[config.mk]
export PLATFORM = sky130hd
export DESIGN_NAME = rbs_reset_bootstrap_sequencer
export DESIGN_NICKNAME = d
export VERILOG_FILES = /design/src/verilog/rbs_reset_bootstrap_sequencer.v
export VERILOG_INCLUDE_DIRS = /design/src /design/src/shared
export SDC_FILE = /design/constraint.sdc
export NUM_CORES = 1
export LEC_CHECK = 0
export BUFFER_PORTS_ARGS = -buffer_cell sky130_fd_sc_hd__buf_2
export CAP_MARGIN = 20
export CORE_MARGIN = 2
export CORE_UTILIZATION = 35
export DETAILED_ROUTE_END_ITERATION = 6
export GPL_ROUTABILITY_DRIVEN = 0
export PLACE_DENSITY = 0.56
export SLEW_MARGIN = 20
export SYNTH_ARGS = -nofsm -noshare
export SYNTH_HDL_FRONTEND = slang
export SYNTH_SLANG_ARGS = --single-unit
[constraint.sdc]
create_clock -name clk -period 3 [get_ports clk]
set_clock_uncertainty 0.1 [all_clocks]
set_input_delay 0.3 -clock clk [delete_from_list [all_inputs] [get_ports clk]]
set_output_delay 0.3 -clock clk [all_outputs]
set_load 0.02 [all_outputs]
[src/shared/rbs_defines.vh]
`ifndef RBS_DEFINES_VH
`define RBS_DEFINES_VH

// Clock rate and times, each in its own unit.
`define RBS_CLK_HZ          40000000
`define RBS_STRAP_HOLD_MS   2
`define RBS_SAMPLE_MS       1
`define RBS_EE_MAX_MS       100
`define RBS_NOEE_MAX_MS     10
`define RBS_MAX_ATTEMPTS    3

// Register byte offsets.
`define RBS_REG_CTRL        8'h00
`define RBS_REG_STATUS      8'h04
`define RBS_REG_STRAPS      8'h08
`define RBS_REG_FREQ        8'h0C
`define RBS_REG_ELAPSED     8'h10
`define RBS_REG_ADDR        8'h14

// Control and status field positions.
`define RBS_CTRL_RESTART    0
`define RBS_ST_STABLE       0
`define RBS_ST_HALT         1
`define RBS_ST_LATE         2
`define RBS_ST_CAPTURED     3
`define RBS_ST_BUSY         4

// Host port code that selects the two-wire serial slave.
`define RBS_HOST_SERIAL2W   2'h2

// AXI responses.
`define RBS_RESP_OKAY       2'h0
`define RBS_RESP_SLVERR     2'h2

`endif

[src/verilog/rbs_reset_bootstrap_sequencer.v]
`include "rbs_defines.vh"
`default_nettype none

// What this block does
// - Straps held 2 ms; sampled inside that.
// - EEPROM load: stable clocks within 100 ms; deadline grows by 100 ms for each retried load.
// - Failed load retried; third failure halts; a register restart clears the count but does not leave halt.
// - No EEPROM: stable clocks within 10 ms.
// - Decode oscillator strap into eight frequencies.
// - Serial address strap forms low address bits.
module rbs_reset_bootstrap_sequencer #(
  parameter CYC_PER_MS = `RBS_CLK_HZ / 1000,
  parameter [3:0] I2C_BASE_ADDR = 4'h5
) (
  // Clock and chip reset pin.
  input  wire        clk,
  input  wire        reset_n,
  // Bootstrap straps.
  input  wire [2:0]  osc_freq_select_straps,
  input  wire [1:0]  host_port_select_straps,
  input  wire [2:0]  i2cAddrStraps,
  input  wire        primary_secondary_select,
  input  wire        telecom_hierarchy_select,
  // Configuration load and clock status.
  input  wire        eepromLoadEnable,
  input  wire        loadDone,
  input  wire        loadError,
  input  wire        pllLocked,
  output reg         loadStart,
  output reg         clocksStable,
  output reg         halted,
  output reg         coreRun,
  output reg  [14:0] oscFreqKhz,
  output reg  [6:0]  ownI2cAddr,
  // AXI4-Lite slave.
  input  wire [7:0]  s_axi_awaddr,
  input  wire        s_axi_awvalid,
  output wire        s_axi_awready,
  input  wire [31:0] s_axi_wdata,
  input  wire [3:0]  s_axi_wstrb,
  input  wire        s_axi_wvalid,
  output wire        s_axi_wready,
  output reg  [1:0]  s_axi_bresp,
  output reg         s_axi_bvalid,
  input  wire        s_axi_bready,
  input  wire [7:0]  s_axi_araddr,
  input  wire        s_axi_arvalid,
  output wire        s_axi_arready,
  output reg  [31:0] s_axi_rdata,
  output reg  [1:0]  s_axi_rresp,
  output reg         s_axi_rvalid,
  input  wire        s_axi_rready
);

  localparam [5:0] S_WAIT  = 6'h01;
  localparam [5:0] S_START = 6'h02;
  localparam [5:0] S_BUSY  = 6'h04;
  localparam [5:0] S_LOCK  = 6'h08;
  localparam [5:0] S_RUN   = 6'h10;
  localparam [5:0] S_HALT  = 6'h20;

  localparam [15:0] SAMPLE_MS = `RBS_SAMPLE_MS;
  localparam [15:0] EE_MAX_MS = `RBS_EE_MAX_MS;
  localparam [15:0] NOEE_MS   = `RBS_NOEE_MAX_MS;
  localparam [1:0]  MAX_TRIES = `RBS_MAX_ATTEMPTS;
  localparam [31:0] MS_LAST   = CYC_PER_MS - 1;

  reg  [5:0]  state;
  reg  [5:0]  next_state;
  reg  [31:0] cycCount;
  reg  [15:0] elapsedMs;
  reg  [1:0]  attempts;
  reg         captured;
  reg         lateFlag;
  reg         eeSel;
  reg  [2:0]  capFreq;
  reg  [1:0]  capHost;
  reg  [2:0]  capAddr;
  reg         capRole;
  reg         capHier;
  reg  [15:0] limitMs;
  reg         restartReq;

  wire msTick = (cycCount == MS_LAST);

  // Elapsed time since release; saturates so a stuck load stays late.
  always @(posedge clk) begin
    if (!reset_n) begin
      cycCount  <= 32'h0;
      elapsedMs <= 16'h0;
    end else if (restartReq) begin
      cycCount  <= 32'h0;
      elapsedMs <= 16'h0;
    end else if (msTick) begin
      cycCount <= 32'h0;
      if (elapsedMs != 16'hFFFF) begin
        elapsedMs <= elapsedMs + 16'h1;
      end
    end else begin
      cycCount <= cycCount + 32'h1;
    end
  end

  // Straps are caught once, halfway through the board's hold window.
  always @(posedge clk) begin
    if (!reset_n) begin
      captured <= 1'b0;
      capFreq  <= 3'h0;
      capHost  <= 2'h0;
      capAddr  <= 3'h0;
      capRole  <= 1'b1;
      capHier  <= 1'b0;
      eeSel    <= 1'b0;
    end else if (!captured && elapsedMs >= SAMPLE_MS) begin
      captured <= 1'b1;
      capFreq  <= osc_freq_select_straps;
      capHost  <= host_port_select_straps;
      capAddr  <= i2cAddrStraps;
      capRole  <= primary_secondary_select;
      capHier  <= telecom_hierarchy_select;
      eeSel    <= eepromLoadEnable;
    end
  end

  // Oscillator frequency decode in kHz.
  always @(posedge clk) begin
    if (!reset_n) begin
      oscFreqKhz <= 15'h0;
    end else begin
      case (capFreq)
        3'h0:    oscFreqKhz <= 15'h2710;
        3'h1:    oscFreqKhz <= 15'h3200;
        3'h2:    oscFreqKhz <= 15'h32C8;
        3'h3:    oscFreqKhz <= 15'h4BF0;
        3'h4:    oscFreqKhz <= 15'h4E20;
        3'h5:    oscFreqKhz <= 15'h6000;
        3'h6:    oscFreqKhz <= 15'h61A8;
        default: oscFreqKhz <= 15'h7800;
      endcase
    end
  end

  // Own serial address; zero unless the two-wire port is selected.
  always @(posedge clk) begin
    if (!reset_n) begin
      ownI2cAddr <= 7'h0;
    end else if (capHost == `RBS_HOST_SERIAL2W) begin
      ownI2cAddr <= {I2C_BASE_ADDR, capAddr};
    end else begin
      ownI2cAddr <= 7'h0;
    end
  end

  // Deadline grows by one nominal bound for each retried load.
  always @* begin
    if (!eeSel) begin
      limitMs = NOEE_MS;
    end else if (attempts <= 2'h1) begin
      limitMs = EE_MAX_MS;
    end else if (attempts == 2'h2) begin
      limitMs = EE_MAX_MS + EE_MAX_MS;
    end else begin
      limitMs = EE_MAX_MS + EE_MAX_MS + EE_MAX_MS;
    end
  end

  always @* begin
    next_state = state;
    case (state)
      S_WAIT: begin
        if (captured) begin
          next_state = eeSel ? S_START : S_LOCK;
        end
      end
      S_START: begin
        next_state = S_BUSY;
      end
      S_BUSY: begin
        if (loadError) begin
          next_state = (attempts >= MAX_TRIES) ? S_HALT : S_START;
        end else if (loadDone) begin
          next_state = S_LOCK;
        end
      end
      S_LOCK: begin
        if (pllLocked) begin
          next_state = S_RUN;
        end
      end
      S_RUN: begin
        if (!pllLocked) begin
          next_state = S_LOCK;
        end
      end
      S_HALT: begin
        next_state = S_HALT;
      end
      default: begin
        next_state = S_WAIT;
      end
    endcase
    if (restartReq && captured && state != S_HALT) begin
      next_state = eeSel ? S_START : S_LOCK;
    end
  end

  always @(posedge clk) begin
    if (!reset_n) begin
      state        <= S_WAIT;
      attempts     <= 2'h0;
      loadStart    <= 1'b0;
      clocksStable <= 1'b0;
      halted       <= 1'b0;
      coreRun      <= 1'b0;
      lateFlag     <= 1'b0;
    end else begin
      state        <= next_state;
      loadStart    <= (next_state == S_START);
      clocksStable <= (next_state == S_RUN);
      halted       <= (next_state == S_HALT);
      coreRun      <= 1'b1;
      if (restartReq) begin
        attempts <= 2'h0;
        lateFlag <= 1'b0;
      end else if (next_state == S_START) begin
        attempts <= attempts + 2'h1;
      end
      if (!restartReq && state != S_RUN && elapsedMs >= limitMs) begin
        lateFlag <= 1'b1;
      end
    end
  end

  // AXI4-Lite write path: address and data are taken in either order.
  reg        awHeld;
  reg        wHeld;
  reg  [7:0] awAddr;
  reg  [31:0] wData;
  reg  [3:0] wStrb;

  assign s_axi_awready = !awHeld && !s_axi_bvalid;
  assign s_axi_wready  = !wHeld && !s_axi_bvalid;

  wire doWrite = awHeld && wHeld && !s_axi_bvalid;

  always @(posedge clk) begin
    if (!reset_n) begin
      awHeld       <= 1'b0;
      wHeld        <= 1'b0;
      awAddr       <= 8'h0;
      wData        <= 32'h0;
      wStrb        <= 4'h0;
      s_axi_bvalid <= 1'b0;
      s_axi_bresp  <= `RBS_RESP_OKAY;
      restartReq   <= 1'b0;
    end else begin
      restartReq <= 1'b0;
      if (s_axi_awvalid && s_axi_awready) begin
        awHeld <= 1'b1;
        awAddr <= s_axi_awaddr;
      end
      if (s_axi_wvalid && s_axi_wready) begin
        wHeld <= 1'b1;
        wData <= s_axi_wdata;
        wStrb <= s_axi_wstrb;
      end
      if (doWrite) begin
        awHeld       <= 1'b0;
        wHeld        <= 1'b0;
        s_axi_bvalid <= 1'b1;
        if (awAddr[7:2] == `RBS_REG_CTRL >> 2) begin
          s_axi_bresp <= `RBS_RESP_OKAY;
          restartReq  <= wStrb[0] && wData[`RBS_CTRL_RESTART];
        end else if (awAddr[7:2] <= `RBS_REG_ADDR >> 2) begin
          s_axi_bresp <= `RBS_RESP_OKAY;
        end else begin
          s_axi_bresp <= `RBS_RESP_SLVERR;
        end
      end else if (s_axi_bvalid && s_axi_bready) begin
        s_axi_bvalid <= 1'b0;
      end
    end
  end

  // AXI4-Lite read path.
  assign s_axi_arready = !s_axi_rvalid;

  reg [31:0] statusWord;
  always @* begin
    statusWord = 32'h0;
    statusWord[`RBS_ST_STABLE]   = clocksStable;
    statusWord[`RBS_ST_HALT]     = halted;
    statusWord[`RBS_ST_LATE]     = lateFlag;
    statusWord[`RBS_ST_CAPTURED] = captured;
    statusWord[`RBS_ST_BUSY]     = (state == S_START) || (state == S_BUSY);
    statusWord[9:8]              = attempts;
    statusWord[21:16]            = state;
  end

  always @(posedge clk) begin
    if (!reset_n) begin
      s_axi_rvalid <= 1'b0;
      s_axi_rdata  <= 32'h0;
      s_axi_rresp  <= `RBS_RESP_OKAY;
    end else if (s_axi_arvalid && s_axi_arready) begin
      s_axi_rvalid <= 1'b1;
      s_axi_rresp  <= `RBS_RESP_OKAY;
      if (s_axi_araddr[7:2] == `RBS_REG_CTRL >> 2) begin
        s_axi_rdata <= 32'h0;
      end else if (s_axi_araddr[7:2] == `RBS_REG_STATUS >> 2) begin
        s_axi_rdata <= statusWord;
      end else if (s_axi_araddr[7:2] == `RBS_REG_STRAPS >> 2) begin
        s_axi_rdata <= {21'h0, eeSel, capHier, capRole, capAddr, capHost, capFreq};
      end else if (s_axi_araddr[7:2] == `RBS_REG_FREQ >> 2) begin
        s_axi_rdata <= {17'h0, oscFreqKhz};
      end else if (s_axi_araddr[7:2] == `RBS_REG_ELAPSED >> 2) begin
        s_axi_rdata <= {16'h0, elapsedMs};
      end else if (s_axi_araddr[7:2] == `RBS_REG_ADDR >> 2) begin
        s_axi_rdata <= {25'h0, ownI2cAddr};
      end else begin
        s_axi_rdata <= 32'h0;
        s_axi_rresp <= `RBS_RESP_SLVERR;
      end
    end else if (s_axi_rvalid && s_axi_rready) begin
      s_axi_rvalid <= 1'b0;
    end
  end

endmodule // rbs_reset_bootstrap_sequencer

`default_nettype wire

==> results.txt, run 1 <==
- Number of synthesized flops with an enable pin: 0
- The final layout contains 859 nets.
- Peak supply drop: 0.405 mV
- Worst-case clock buffer depth: 2
- Most common flop cell mapped by yosys: sky130_fd_sc_hd__dfxtp_1
- The clock tree synthesis step divided the H-tree into 4 levels.
* Via count of the first global-routing pass: 5,116
- Worst-skew pair later-pin latency: 0.42 ns
* Unrepaired setup endpoints after global routing: no
- Summing all flip-flop and latch instances after layout gives 0.00252 mm^2.
* Number of vias per cell: 5.32
* Number of cells produced by synthesis: 692
* Number of vias in the routed layout: 5,344
- Dividing total power by cell area gives a power density of 558 mW/mm^2.
* Clock tree root driver cell: sky130_fd_sc_hd__clkbuf_16
- In the final layout, the multi-input gates occupy 0.00319 mm^2.
- Post-layout minimum cycle time: 2.47 ns
- The initial utilization of the core area, before any placement, comes to 0.360.
- Class of the most critical hold timing path: in -> reg
* Post-synthesis area per instance: 8.66 um^2
* TritonCTS buffer count: 17
- Setup TNS Final: 0 ns
- Met1 Wirelength: 7.19 mm
- Horizontal die dimension: 135 um
- The number of hold buffers added after CTS was 1.
- Post-route setup slack: 0.532 ns
- The die covers 0.0182 mm^2.
- In the routed design, unresolved DRC markers number 0.
- Seq cells post-synth: 126
* Die outline height: 135 um
- DR top layer: met4
- Sum of overflow across all layers after global routing: 0
- The pre-antenna-repair detailed-routing pass consisted of 5 iterations.
- The number of antenna violations at the first check in global routing came to 0.
- In the final routed layout, each cell accounts on average for 15.6 um.
- Core Box Area: 0.0166 mm^2
- In this run the tool buffered the top-level ports with 84 buffer cells.
* Internal power component: 0.00304 W
- Of all flip-flops after synthesis, the portion carrying an async set or reset was 0.
* Max-Cap Viols: 0
- Global-route wire length before repair: 25.7 mm
- After detailed routing, the total wire length is 15.7 mm.
- Transition at the pin with the smallest max-transition slack: 1.05 ns
- Pin placement for this block handled 140 I/O pins.
- Total net switching power: 0.000975 W
* Yosys cell types: 56
- Of the total power, the clock network draws 0.524.
- Setup violations remaining at the end of the flow were counted as 0.
- Hold timing on the final database bottoms out at a slack of 0.0132 ns.
- Buffer count from post-CTS setup fixing: 0
* Largest fanout on the critical path: 11
- The Yosys step of the flow raised 0 warnings.
- The max-slew violation count is 0.
- Met3 wirelength from detailed routing: 805 um
- In this run the cell area of the synthesized design comes to 0.00599 mm^2.
- Required time at the endpoint of the critical path: 3.19 ns
* Share of the yosys chip area belonging to registers: 0.421
* CP endpoint kind: flip-flop
- The worst setup path is launched from a flip-flop.
* Fraction of final layout cells sized beyond drive strength 1: 0.185
* Half-perimeter wire length after detailed placement: 11.5 mm
- Crit Path Class: reg -> reg
- All-Layer GR Usage: 0.177
* Clock transition at the register clock pins on the worst setup and hold paths after CTS: 0.06 ns
* Cell Rows: 47
- Post_cts resized: 0
* Routed length on met2: 7.52 mm
- The first routing iteration left 435 violations.
- The share of total power dissipated in sequential elements is 0.426.
- Layout area overhead: 20.0%
- In the finished design, the share of the clock period the worst path needs comes to 0.823.
- Maximum number of pins on one net before global-route repair: 28
- Data arrives at the worst endpoint at 2.66 ns.
- Clock tree from TritonCTS: done
- Final hold vios: 0
- Of the total power, the share spent switching nets is 0.243.
- Fill count: 1,629
- Outcome: completed
- Share of total power in combinational logic: 0.049
- Counting every sink on the clock net gives 126.
- The repair_antennas step left the layout with diodes totalling 0.
* Leak pwr: 2.80 nW
- Prior to clock tree synthesis, the placed netlist has a worst setup slack of 0.537 ns.
- Achievable clock frequency: 0.405 GHz
- Number of nets with antenna violations after detailed routing: 0
- The worst pin sits at a relative slew slack of 0.301.
-- power by group through the flow --
stage                     clock network (W)  registers [W]  logic, W
final                               0.00210        0.00171  0.000199
after CTS                           0.00215        0.00171  0.000199
after floorplan                           0        0.00175  0.000136
after global routing                0.00223        0.00171  0.000217
after global placement                    0        0.00175  0.000195
after detailed placement                  0        0.00175  0.000198
-- worst max-delay path: stages (launching register included) --
cell and delay, ns:
sky130_fd_sc_hd__dfxtp_1 0.41, sky130_fd_sc_hd__inv_1 0.11, sky130_fd_sc_hd__ha_1 0.19, sky130_fd_sc_hd__or4b_1 0.46, sky130_fd_sc_hd__nor3_1 0.25, sky130_fd_sc_hd__a31oi_2 0.45, sky130_fd_sc_hd__mux2i_1 0.28, sky130_fd_sc_hd__nand2_1 0.08
-- cell usage in the layout (no fill, tap or decap), drive strengths merged, types with 17 or more instances in the layout --
cell type,Yosys,final
dfxtp,126,126
buf,28,97
nor2,89,89
nand2,49,49
a21oi,38,38
inv,18,26
mux2i,22,22
nand3,20,20
o21ai,19,19
or4,18,18
clkbuf,26,18
xor2,17,17
conb,1,17
-- final timing paths --
check                         startpoint                     endpoint  slack (ns)  cells after the start
max reg2reg    elapsedMs[1]$_SDFFE_PP0P_         capRole$_SDFFE_PN1P_        0.53                      7
min                      s_axi_awaddr[2]       awAddr[2]$_SDFFE_PN0P_        0.01                      3
max            elapsedMs[1]$_SDFFE_PP0P_         capRole$_SDFFE_PN1P_        0.53                      7
min reg2reg  s_axi_rdata[4]$_SDFFE_PN0P_  s_axi_rdata[4]$_SDFFE_PN0P_        0.35                      2
-- sequential cells by signal, summed over array words and instances, names as in the netlist, 2 cells and up --
| register | cells |
|---|---|
| awAddr | 6 |
| cycCount | 32 |
| ownI2cAddr | 4 |
| attempts | 2 |
| capFreq | 3 |
| oscFreqKhz | 12 |
| capHost | 2 |
| capAddr | 3 |
| state | 6 |
| elapsedMs | 16 |
| s_axi_rdata | 22 |
-- area by class of cell --
class                      instances  share of cell area
tap                              220              0.0383
timing repair buffer              98              0.0734
sequential                       126               0.351
clock inverter                    14              0.0233
multi-input combinational        510               0.444
inverter                          18             0.00939
clock buffer                      18              0.0611
-- per-stage QoR --
stage / total power, W / util / instances / area, um^2
after floorplan: 0.00189 / - / 708 / 6050
after global placement: 0.00194 / 0.395 / 971 / 6580
after detailed placement: 0.00195 / 0.395 / 971 / 6580
after CTS: 0.00406 / 0.432 / 1004 / 7190
after global routing: 0.00416 / 0.432 / 1004 / 7190
final: 0.00401 / 0.432 / 1004 / 7190
-- per-layer routing --
metal	vias up	track usage
met5	-	0
met4	0	0.0655
met3	18	0.0349
met2	149	0.290
met1	2571	0.232
li1	2606	-
-- synth_stat cells (15+ instances only) --
cell type	instances	area, um^2
sky130_fd_sc_hd__a21oi_1	38	190
sky130_fd_sc_hd__a22oi_1	15	113
sky130_fd_sc_hd__buf_4	18	135
sky130_fd_sc_hd__clkbuf_1	26	97.6
sky130_fd_sc_hd__dfxtp_1	126	2520
sky130_fd_sc_hd__ha_1	15	188
sky130_fd_sc_hd__inv_1	18	67.6
sky130_fd_sc_hd__mux2i_1	22	220
sky130_fd_sc_hd__nand2_1	49	184
sky130_fd_sc_hd__nand2b_1	15	93.8
sky130_fd_sc_hd__nand3_1	20	100
sky130_fd_sc_hd__nor2_1	89	334
sky130_fd_sc_hd__nor3_1	16	80.1
sky130_fd_sc_hd__o21ai_0	18	90.1
sky130_fd_sc_hd__or4_1	18	135
sky130_fd_sc_hd__xor2_1	17	149
-- logic make-up (layout without fill, tap and decap cells) --
group / after synthesis / in the layout / share of synthesized area
compound gates: 126 / 126 / 0.140
flops: 126 / 126 / 0.421
simple gates: 297 / 297 / 0.263
buf+inv: 72 / 148 / 0.0576
other cells: 1 / 17 / 0.000626
fa+ha+maj: 15 / 15 / 0.0313
xor+xnor: 30 / 30 / 0.0438
mux: 25 / 25 / 0.0424
(Power assumes the default switching activity.)
==> run 2, diff against run 1 <==
Settings changed: ABC_AREA from default to 1, PLACE_DENSITY 0.56 to 0.57.
Clock period 3 ns to 2 ns, I/O delays scaled along.
==> results.txt, run 2 <==
- DR top layer: met4
- Multi-input gate area in the final layout: 0.00361 mm^2
- Register ranked first by flip-flop count: cycCount
- Count of boundary I/O pins: 140
* Total area of sequential cells: 0.00252 mm^2
- 0 antenna diodes ended up in the layout.
- In the final routing, the length of wire on met1 measures 8.79 mm.
- Worst-case clock buffer depth: 2
- Sorting the synthesized cells by area gives the leading types as sky130_fd_sc_hd__dfxtp_1 (37%), sky130_fd_sc_hd__nand2_1 (16%), sky130_fd_sc_hd__nor2_1 (8.4%), sky130_fd_sc_hd__inv_1 (6.4%), sky130_fd_sc_hd__nand3_1 (5.0%).
- For the pin with the worst max-slew slack, the measured transition is 0.710 ns.
- Largest fanout on the critical path: 6
- Achievable clock frequency: 0.529 GHz
- Synthesis inferred 126 register bits.
- Entering global routing, the biggest net connects 41 pins.
- Share of the yosys chip area belonging to registers: 0.373
- The max-slew violation count was 0.
- Detailed-route DRC error count: 0
- On the critical path, the stage with the largest delay is an instance of sky130_fd_sc_hd__dlygate4sd3_1.
- Period Utilization, post-route: 0.945
- Clock tree from TritonCTS: done
- For the worst setup path, the data arrival time is 2.13 ns.
- Required time at the endpoint of the critical path: 2.24 ns
- Via count of the first global-routing pass: 6,129
- Sum of overflow across all layers after global routing: 0
* Horizontal die dimension: 143 um
* TritonCTS buffer count: 17
* Outcome: completed
- Sort of element at the start of the critical path: flip-flop
- Across the run, the number of max-cap violations was 0.
- Number of failing setup endpoints in the final timing report: 0
* Die outline height: 143 um
* All-Layer GR Usage: 0.184
- The critical path in this run is classified as reg -> reg.
- The smallest clock period supported by the final layout is computed as 1.89 ns.
- CP endpoint kind: flip-flop
* Asr flop ratio synth: 0
- Starting utilization of the core area: 0.359
- Cell Rows: 50
- The first global-routing pass estimated 30.0 mm of wire.
* Class of the most critical hold timing path: in -> reg
- The library cell used most frequently in the layout, excluding fill and tap cells, is sky130_fd_sc_hd__nand2_1.
- The count of endpoints failing hold in the final timing report is 0.
* Average wire per cell in the routed design: 12.8 um
* Yosys synthesis warning count: 0
- The library cells used most frequently in the layout, excluding fill and tap cells, are sky130_fd_sc_hd__nand2_1 (284), sky130_fd_sc_hd__nor2_1 (151), sky130_fd_sc_hd__dfxtp_1 (124).
* Final cell count without fillers: 1,425
- Largest registers in the final layout: cycCount x32, s_axi_rdata x22, elapsedMs x16
- The number of antenna violations at the first check in global routing was 0.
- Traced cell by cell, the critical path runs through nor2_4 > nand2_1 > nor2_1 > nand3_1 > dlygate4sd3_1 > a211oi_1.
- Normalized max-slew margin: 0.526
- The floorplan step defined a die boundary enclosing 0.0205 mm^2.
* Clock transition at the register clock pins on the worst setup and hold paths after CTS: 0.06 ns
* Unrepaired setup endpoints after global routing: yes
* Final layout net count: 1,240
- The largest total area in the synthesized netlist belongs to sky130_fd_sc_hd__dfxtp_1.
- Buffer count from post-CTS setup fixing: 0
- The clock tree synthesis step divided the H-tree into 4 levels.
- Peak supply drop: 0.637 mV
- In the final layout, the share of cells above drive strength 1 is 0.173.
- A synthesized cell averages 6.59 um^2.
- The most common cell in the synthesized netlist is sky130_fd_sc_hd__nand2_1.
* Clock tree root driver cell: sky130_fd_sc_hd__clkbuf_16
* Number of synthesized flops with an enable pin: 0
- In the detailed route, the total length drawn on met3 is 781 um.
* Count of routing violations after the opening detailed-route iteration: 423
* Number of nets with antenna violations after detailed routing: 0
- Number of vias in the routed layout: 6,644
- Number of cells after detailed placement: 1,376
- Number of sinks handled by clock tree synthesis: 126
- Number of vias per cell: 4.66
- CP bufs+invs: 1
- Summed over all layers, the routed wires come to 18.2 mm.
* Placed cell area: 0.00757 mm^2
- Number of cells produced by synthesis: 1,027
- The register with the most flip-flops in the layout has 32 of them.
- The cell area that synthesis handed to floorplanning was 0.00677 mm^2.
* Setup TNS Final: 0 ns
- Worst path max stage delay: 0.57 ns
- The kind of cell with the highest combined delay along the critical path is simple AND/OR/NAND/NOR gates.
- Detailed placement ended at an HPWL of 13.5 mm.
- Worst-skew pair later-pin latency: 0.42 ns
- In this run the tool buffered the top-level ports with 84 buffer cells.
* Yosys cell types: 39
- Summing all non-filler instances in the final layout gives an area of 0.00845 mm^2.
- Compared with the post-synthesis result, the final layout area differs by 24.8%.
- Leak pwr: 3.74 nW
* Most common flop cell mapped by yosys: sky130_fd_sc_hd__dfxtp_1
- Routed length on met2: 8.24 mm
* Number of iterations in the first detailed-routing pass: 5
- Counting the fill cells in the layout gives 1,988.
* Total power density per cell area: 754 mW/mm^2
- The core region is 0.0188 mm^2.
- Leading cell types by count after synthesis: sky130_fd_sc_hd__nand2_1 (285), sky130_fd_sc_hd__nor2_1 (152), sky130_fd_sc_hd__dfxtp_1 (126)
- Share of the synthesized area in the top cell type: 0.373
run 2: worst paths after layout:
| check | start | end | slack, ns | cells past startpoint |
|---|---|---|---|---|
| setup reg to reg | state[4]$_SDFF_PN0_ | state[2]$_SDFF_PN0_ | 0.11 | 6 |
| setup / recovery | state[4]$_SDFF_PN0_ | state[2]$_SDFF_PN0_ | 0.11 | 6 |
| hold reg to reg | wStrb[0]$_SDFFE_PN0P_ | restartReq$_SDFF_PN0_ | 0.35 | 2 |
| hold / removal | i2cAddrStraps[0] | capAddr[0]$_SDFFE_PN0P_ | 0.008 | 5 |
run 2: what timing repair did:
action | CTS | global route
setup endpoints to repair | 18 | 2
resized for setup | 2 | 7
hold endpoints to repair | 17 | 0
hold buffers | 17 | 0
run 2: cells by family (layout without fill, tap and decap cells):
| family | after synthesis | in the layout | share of synthesized area |
|---|---|---|---|
| XOR/XNOR | 25 | 25 | 0.0324 |
| adder cells (fa/ha/maj) | 15 | 15 | 0.0277 |
| AO/OA/AOI/OAI | 114 | 114 | 0.0941 |
| flip-flops | 126 | 126 | 0.373 |
| buffers and inverters | 170 | 292 | 0.108 |
| AND/OR/NAND/NOR | 576 | 576 | 0.365 |
| other | 1 | 17 | 0.000554 |
run 2: report_power, final:
group	internal, W	switching [W]
sequential	0.00255	0.0000218
combinational	0.000115	0.000225
clock	0.00228	0.00118
total	0.00494	0.00142
run 2: layer usage:
| metal | up-vias | track usage |
|---|---|---|
| met2 | 158 | 0.291 |
| met1 | 3004 | 0.246 |
| met4 | 0 | 0.0662 |
| met5 | - | 0 |
| li1 | 3455 | - |
| met3 | 27 | 0.0433 |
run 2: final cells by class:
class | count | area share
clock inverter | 13 | 0.0252
tap | 260 | 0.0385
timing repair buffer | 133 | 0.0999
inverter | 127 | 0.0564
multi-input combinational | 747 | 0.427
clock buffer | 19 | 0.0536
sequential | 126 | 0.299
run 2: through the flow:
step	util	setup WS, ns	hold slack, ns	total power (W)
5_1_grt	0.449	-0.00577	0.0269	0.00658
3_3_place_gp	0.402	-0.0551	0.297	0.00294
4_1_cts	0.447	0.0253	0.00150	0.00644
2_1_floorplan	-	0.0909	0.128	0.00285
3_5_place_dp	0.402	-0.109	0.299	0.00294
6_report	0.449	0.110	0.00841	0.00637
run 2: worst min-delay path, cell delays in order:
cell                      delay, ns
sky130_fd_sc_hd__buf_2         0.09
sky130_fd_sc_hd__inv_1         0.03
sky130_fd_sc_hd__nand3_1       0.06
sky130_fd_sc_hd__nand2_1       0.04
sky130_fd_sc_hd__nor2_1        0.07
